## src/shared/pmt_consts.vh

```
`ifndef PMT_CONSTS_VH
`define PMT_CONSTS_VH

// Register word offsets (byte addresses on the bus are four times these).
`define PMT_IDX_COUNT 3'h0
`define PMT_IDX_CTRL 3'h1
`define PMT_IDX_PERIOD 3'h2
`define PMT_IDX_STATUS 3'h3
`define PMT_IDX_CLEAR 3'h4
`define PMT_IDX_ENABLE 3'h5
`define PMT_IDX_ROUTE 3'h6

// Control register fields.
`define PMT_CTRL_PRE_LO 1
`define PMT_CTRL_PRE_HI 0
`define PMT_CTRL_ON 2
`define PMT_CTRL_POST_HI 6
`define PMT_CTRL_POST_LO 3
`define PMT_CTRL_MASK 8'h7F

// Prescale select codes.
`define PMT_PRE_DIV1 2'h0
`define PMT_PRE_DIV4 2'h1

// Prescale terminal counts.
`define PMT_PRE_TC4 4'h3
`define PMT_PRE_TC16 4'hF

// Reset values.
`define PMT_COUNT_RST 8'h00
`define PMT_PERIOD_RST 8'hFF
`define PMT_CTRL_RST 8'h00

// Status and enable bit position of the match event flag.
`define PMT_FLAG_BIT 1

`endif

```

## src/hdl/pmt_scaler.v

```verilog
`timescale 1ns/1ps
`default_nettype none

// Clearable divider: pulses tick_out on every (term+1)-th tick_in.
module pmt_scaler #(
  parameter WIDTH = 4
) (
  // Clock and reset
  input wire clk,
  input wire rst,
  // Control
  input wire clear,
  input wire [WIDTH-1:0] term,
  // Events
  input wire tick_in,
  output wire tick_out
);

  reg [WIDTH-1:0] cnt_reg;
  reg [WIDTH-1:0] cnt_next;

  assign tick_out = tick_in && (cnt_reg >= term);

  always @* begin
    cnt_next = cnt_reg;
    if (clear) begin
      cnt_next = {WIDTH{1'b0}};
    end else if (tick_in) begin
      if (cnt_reg >= term) begin
        cnt_next = {WIDTH{1'b0}};
      end else begin
        cnt_next = cnt_reg + {{(WIDTH-1){1'b0}}, 1'b1};
      end
    end
  end

  always @(posedge clk) begin
    if (rst) begin
      cnt_reg <= {WIDTH{1'b0}};
    end else begin
      cnt_reg <= cnt_next;
    end
  end

endmodule

`default_nettype wire

```

## src/hdl/pmt_timer.v

```verilog
// How it works
// While on, the tick count rises by one from zero on each prescaled tick.
// The input divider field picks divide by 1, 4 or 16 for codes 00, 01, 1x.
// On each prescaled tick while on, the count is compared with the period limit; equality is a match pulse.
// The cycle after a match forces the count to zero and the match clocks the postscaler.
// Reset clears the count and loads the period limit with all ones.
// Writing the count or control register, or reset, clears both scaler counters.
// Writing the control register leaves the count unchanged.
// Control bits 6 to 3 choose a postscale ratio of code plus one, 1:1 to 1:16.
// Control bit 2 runs the timer when one and stops it when zero.
// Control bit 7 reads zero and all control bits reset to zero.
// The postscaler terminal count latches the match event flag, status bit 1.
// The interrupt is raised only while the match event enable bit 1 is set.
// The unscaled match pulse is given to the capture/compare/PWM units.
// The match pulse is optionally given as the serial port shift clock.
// Software may read and write the count and period limit at any time.
// The flag is set after code plus one matches and stays set until cleared.
// While off, count and scalers hold and no match or flag update occurs.
//
// Local design decisions: the address map and the Avalon-MM slave port.
`timescale 1ns/1ps
`default_nettype none
`include "pmt_consts.vh"

module pmt_timer #(
  parameter PRE_WIDTH = 4,
  parameter POST_WIDTH = 4
) (
  // Clock and reset
  input wire clk,
  input wire rst,
  // Avalon-MM slave
  input wire [4:0] avs_address,
  input wire avs_read,
  input wire avs_write,
  input wire [31:0] avs_writedata,
  input wire [3:0] avs_byteenable,
  output reg [31:0] avs_readdata,
  output reg avs_waitrequest,
  // Timer outputs
  output reg pwm_time_base,
  output reg spi_shift_clk,
  output reg irq
);

  reg [7:0] tick_count_reg;
  reg [7:0] period_limit_reg;
  reg [7:0] ctrl_reg;
  reg flag_reg;
  reg en_reg;
  reg spi_route_reg;
  reg answered_reg;
  reg [7:0] count_next;
  reg [3:0] pre_term;
  reg match;
  reg [31:0] rdata;

  wire access;
  wire take;
  wire wr;
  wire wr_count;
  wire wr_ctrl;
  wire wr_period;
  wire wr_clear;
  wire wr_enable;
  wire wr_route;
  wire scaler_clear;
  wire running;
  wire pre_tick;
  wire post_tick;
  wire [2:0] idx;

  // Every access takes exactly one wait cycle so read data can be registered.
  assign access = avs_read | avs_write;
  assign take = access & ~answered_reg;
  assign idx = avs_address[4:2];
  // A write lands only at the edge where waitrequest is seen low, as the
  // master holds its data until then.
  assign wr = access & answered_reg & avs_write & avs_byteenable[0];
  assign wr_count = wr && (idx == `PMT_IDX_COUNT);
  assign wr_ctrl = wr && (idx == `PMT_IDX_CTRL);
  assign wr_period = wr && (idx == `PMT_IDX_PERIOD);
  assign wr_clear = wr && (idx == `PMT_IDX_CLEAR);
  assign wr_enable = wr && (idx == `PMT_IDX_ENABLE);
  assign wr_route = wr && (idx == `PMT_IDX_ROUTE);

  assign scaler_clear = wr_count | wr_ctrl;
  assign running = ctrl_reg[`PMT_CTRL_ON];


  always @* begin
    if (ctrl_reg[`PMT_CTRL_PRE_HI+1:`PMT_CTRL_PRE_HI] == `PMT_PRE_DIV1) begin
      pre_term = 4'h0;
    end else if (ctrl_reg[`PMT_CTRL_PRE_HI+1:`PMT_CTRL_PRE_HI] ==
                 `PMT_PRE_DIV4) begin
      pre_term = `PMT_PRE_TC4;
    end else begin
      pre_term = `PMT_PRE_TC16;
    end
  end

  // Prescaler is clocked by every instruction cycle while on.
  pmt_scaler #(
    .WIDTH(PRE_WIDTH)
  ) u_pre (
    .clk(clk),
    .rst(rst),
    .clear(scaler_clear),
    .term(pre_term[PRE_WIDTH-1:0]),
    .tick_in(running),
    .tick_out(pre_tick)
  );


  always @* begin
    match = running && pre_tick && (tick_count_reg == period_limit_reg);
  end

  // Postscaler counts match pulses up to the selected ratio.
  pmt_scaler #(
    .WIDTH(POST_WIDTH)
  ) u_post (
    .clk(clk),
    .rst(rst),
    .clear(scaler_clear),
    .term(ctrl_reg[`PMT_CTRL_POST_HI:`PMT_CTRL_POST_LO]),
    .tick_in(match),
    .tick_out(post_tick)
  );

  always @* begin
    count_next = tick_count_reg;
    if (wr_count) begin
      count_next = avs_writedata[7:0];
    end else if (match) begin
      count_next = `PMT_COUNT_RST;
    end else if (running && pre_tick) begin
      count_next = tick_count_reg + 8'h01;
    end
  end

  always @(posedge clk) begin
    if (rst) begin
      tick_count_reg <= `PMT_COUNT_RST;
      period_limit_reg <= `PMT_PERIOD_RST;
      ctrl_reg <= `PMT_CTRL_RST;
    end else begin
      tick_count_reg <= count_next;
      if (wr_period) begin
        period_limit_reg <= avs_writedata[7:0];
      end
      if (wr_ctrl) begin
        ctrl_reg <= avs_writedata[7:0] & `PMT_CTRL_MASK;
      end
    end
  end

  // A postscaler terminal event in the same cycle as a clear wins.
  always @(posedge clk) begin
    if (rst) begin
      flag_reg <= 1'b0;
      en_reg <= 1'b0;
      spi_route_reg <= 1'b0;
    end else begin
      if (post_tick) begin
        flag_reg <= 1'b1;
      end else if (wr_clear && avs_writedata[`PMT_FLAG_BIT]) begin
        flag_reg <= 1'b0;
      end
      if (wr_enable) begin
        en_reg <= avs_writedata[`PMT_FLAG_BIT];
      end
      if (wr_route) begin
        spi_route_reg <= avs_writedata[0];
      end
    end
  end

  always @(posedge clk) begin
    if (rst) begin
      pwm_time_base <= 1'b0;
      spi_shift_clk <= 1'b0;
      irq <= 1'b0;
    end else begin
      pwm_time_base <= match;
      spi_shift_clk <= match & spi_route_reg;
      irq <= (flag_reg | post_tick) & en_reg;
    end
  end

  always @* begin
    rdata = 32'h0000_0000;
    if (idx == `PMT_IDX_COUNT) begin
      rdata[7:0] = tick_count_reg;
    end else if (idx == `PMT_IDX_CTRL) begin
      rdata[7:0] = ctrl_reg;
    end else if (idx == `PMT_IDX_PERIOD) begin
      rdata[7:0] = period_limit_reg;
    end else if (idx == `PMT_IDX_STATUS) begin
      rdata[`PMT_FLAG_BIT] = flag_reg;
    end else if (idx == `PMT_IDX_ENABLE) begin
      rdata[`PMT_FLAG_BIT] = en_reg;
    end else if (idx == `PMT_IDX_ROUTE) begin
      rdata[0] = spi_route_reg;
    end
  end

  // Waitrequest is high only in the first cycle of an access.
  always @(posedge clk) begin
    if (rst) begin
      answered_reg <= 1'b0;
      avs_readdata <= 32'h0000_0000;
    end else begin
      answered_reg <= take;
      if (take && avs_read) begin
        avs_readdata <= rdata;
      end
    end
  end

  always @* begin
    avs_waitrequest = access & ~answered_reg;
  end

endmodule

`default_nettype wire

```

## config.mk

```make
export PLATFORM = sky130hd
export DESIGN_NAME = pmt_timer
export DESIGN_NICKNAME = d
export VERILOG_FILES = /design/src/hdl/pmt_scaler.v /design/src/hdl/pmt_timer.v
export VERILOG_INCLUDE_DIRS = /design/src /design/src/shared
export SDC_FILE = /design/constraint.sdc
export NUM_CORES = 1
export LEC_CHECK = 0
export BUFFER_PORTS_ARGS = -buffer_cell sky130_fd_sc_hd__buf_4
export CAP_MARGIN = 0
export CORE_ASPECT_RATIO = 2
export CORE_MARGIN = 2
export CORE_UTILIZATION = 51
export DETAILED_ROUTE_END_ITERATION = 12
export GPL_ROUTABILITY_DRIVEN = 0
export PLACE_DENSITY = 0.79
export SLEW_MARGIN = 15
export SYNTH_ARGS = -nofsm -noshare
export SYNTH_HDL_FRONTEND = slang
export SYNTH_SLANG_ARGS = --single-unit
```

## constraint.sdc

```tcl
create_clock -name clk -period 2.6 [get_ports clk]
set_input_delay 0.39 -clock clk [delete_from_list [all_inputs] [get_ports clk]]
set_output_delay 0.39 -clock clk [all_outputs]
set_load 0.05 [all_outputs]
```

==> results.json <==
{
  "postSynthCellCount": 307,
  "fmax_mhz": 416,
  "synth_top_cell_area_share": 0.348,
  "cp-start-kind": "register",
  "finalSetupViolCount": 0,
  "synth_edf_count": 0,
  "timing.setup.tns_ns": 0,
  "max_slew_margin": 0.568,
  "grt_first_pass_wirelength_um": 9630,
  "clock_path_buffers": 2,
  "yosys_warnings": 0,
  "r2r-end": "tick_count_reg[4]$_SDFFE_PP0P_",
  "timing.hold.ws_ns": 0.297,
  "use_met1": 0.244,
  "rsz0062_at_grt": "no",
  "antenna_left": 0,
  "finalNetCount": 383,
  "htreeDepth": 2,
  "arrival_ns": 2.61,
  "dp_slack_ns": 0.179,
  "r2r_start": "ctrl_reg[0]$_SDFFE_PP0P_",
  "most-common-layout-cells": "dfxtp_1 (46), nor2_1 (36), buf_4 (30), conb_1 (24), a21oi_1 (19)",
  "met3_usage": 0.0212,
  "core_um2": 5090,
  "first_iter_violations": 76,
  "cts_buffers": 5,
  "finalCriticalPeriod_ns": 2.40,
  "synth_seq_cells": 46,
  "num_rows": 37,
  "grt.busiest_layer": "met2",
  "r2r_cells": 7,
  "hold_class": "input pin to register",
  "irDropWorstVdd_mv": 0.367,
  "grt_pass1_vias": 2090,
  "drc": 0,
  "setup_slack_ns": 0.195,
  "drv_cap": 0,
  "ys_seq_area_frac": 0.348,
  "finalCritPeriodShare": 0.925,
  "die_area_um2": 5810,
  "cts_tree": "done",
  "grt_max_degree": 41,
  "path_clk_slew_ns": 0.09,
  "fin_util": 0.571,
  "power.total_mw": 1.58,
  "io_buffers": 27,
  "mostFrequentLayoutCell": "dfxtp_1",
  "dr.pass1.iters": 5,
  "start_util": 0.519,
  "track_usage": 0.221,
  "ctsHoldBuffers": 0,
  "n_antenna_cell": 0,
  "n_fill_cell": 468,
  "grt.overflow.total": 0,
  "tightest_slew_ns": 0.644,
  "holdPathEnd": "period_limit_reg[7]$_SDFFE_PP1P_",
  "yosys_most_used_dff": "dfxtp_1",
  "multi_input_area_um2": 1510,
  "clock-root-buffer": "clkbuf_8",
  "gr-usage-met2": 0.392,
  "num_io_pins": 81,
  "critPathMaxFanout": 14,
  "p_per_area_nw_per_um2": 545,
  "fin_skew_ns": 0.00878,
  "r2r_slack_ns": 0.20,
  "synthTopCellsByArea": "dfxtp_1 (35%), buf_4 (6.8%), mux2i_1 (6.1%)",
  "power.leakage_nw": 1.08,
  "status": "complete, no violations",
  "seqCellArea_um2": 921,
  "drive_gt1_frac": 0.143,
  "die_width_um": 54.9,
  "cp-end-kind": "register",
  "grt_antenna_before_repair": 0,
  "synth_top_area_cell": "dfxtp_1",
  "die_h_um": 106,
  "holdPathStages": 2,
  "required_ns": 2.80,
  "avgSynthCellArea_um2": 8.62,
  "dp_hpwl_um": 4390,
  "insertion_delay_ns": 0.31,
  "slew_viol_final": 0,
  "syn2layout_area_growth_pct": 9.98,
  "routed-via-count": 2233,
  "synthesis.area_um2": 2650,
  "cts_sinks": 46,
  "path_class": "register to register",
  "viasPerCell": 5.78,
  "hold_viol_final": 0,
  "ys_types": 44,
  "wirelength_um": 6060,
  "async_flop_share": 0,
  "routedWlPerCell_um": 15.7,
  "worstHoldStart": "avs_writedata[7]"
}
per-layer routing:
metal	share of wire	routed length, µm
met2	0.55	3310
met3	0.037	222
met4	0.036	221
met1	0.38	2300
met5	0	0
kinds of logic after synthesis:
kind of cell | after synthesis | share of synthesized area
compound gates | 67 | 0.170
xor+xnor | 9 | 0.0298
fa+ha+maj | 11 | 0.0520
buf+inv | 51 | 0.116
flops | 46 | 0.348
mux | 17 | 0.0691
other cells | 1 | 0.00142
simple gates | 105 | 0.213
synth_stat cells, types with 8 or more instances:
master    number
xor2_1         9
ha_1          11
a21oi_1       19
nand2b_1       8
nor2_1        36
nand3_1        8
nor2b_1        9
a211o_1        8
clkbuf_1       8
buf_4         24
dfxtp_1       46
mux2i_1       16
nand2_1       10
o21ai_0       10
inv_1         11
repair_timing:
action                     CTS  global route
setup buffers                0             0
resized for setup            0             1
setup endpoints to repair    0             1
critical path, cell delays in order (launching register included):
cell and delay, ns:
dfxtp_1 0.35, or2_2 0.32, ha_1 0.27, nand2b_1 0.09
a2111o_1 0.25, nand3_4 0.20, or4_1 0.52, a311oi_1 0.30
where the power goes:
group | internal [mW] | switching [mW]
Sequential | 0.717 | 0.0153
Clock | 0.385 | 0.253
Combinational | 0.0531 | 0.160
area by class of cell:
cell class | count | share of cell area
multi-input combinational | 233 | 0.520
sequential | 46 | 0.317
timing repair buffer | 30 | 0.0774
tap | 58 | 0.0249
clock buffer | 5 | 0.0237
clock inverter | 3 | 0.0237
inverter | 11 | 0.0142
per-stage QoR:
stage,instance area [µm²],std cells
finish,2910,386
global route,2910,386
detailed placement,2760,378
global placement,2760,378
floorplan,2730,330
CTS,2900,386
worst max path at each step:
| stage | start | endpoint | slack, ns | cells after the start |
|---|---|---|---|---|
| after floorplan | ctrl_reg[1]$_SDFFE_PP0P_ | irq$_SDFF_PP0_ | 0.46 | 8 |
| after global placement | ctrl_reg[0]$_SDFFE_PP0P_ | u_post.cnt_reg[1]$_SDFFE_PP0N_ | 0.19 | 8 |
| after detailed placement | ctrl_reg[0]$_SDFFE_PP0P_ | u_post.cnt_reg[0]$_SDFFE_PP0N_ | 0.18 | 8 |
| after CTS | ctrl_reg[0]$_SDFFE_PP0P_ | tick_count_reg[4]$_SDFFE_PP0P_ | 0.13 | 7 |
| after global routing | ctrl_reg[0]$_SDFFE_PP0P_ | tick_count_reg[4]$_SDFFE_PP0P_ | 0.04 | 7 |
| final | ctrl_reg[0]$_SDFFE_PP0P_ | tick_count_reg[4]$_SDFFE_PP0P_ | 0.20 | 7 |
No activity file was read; power rests on OpenSTA's default activity.
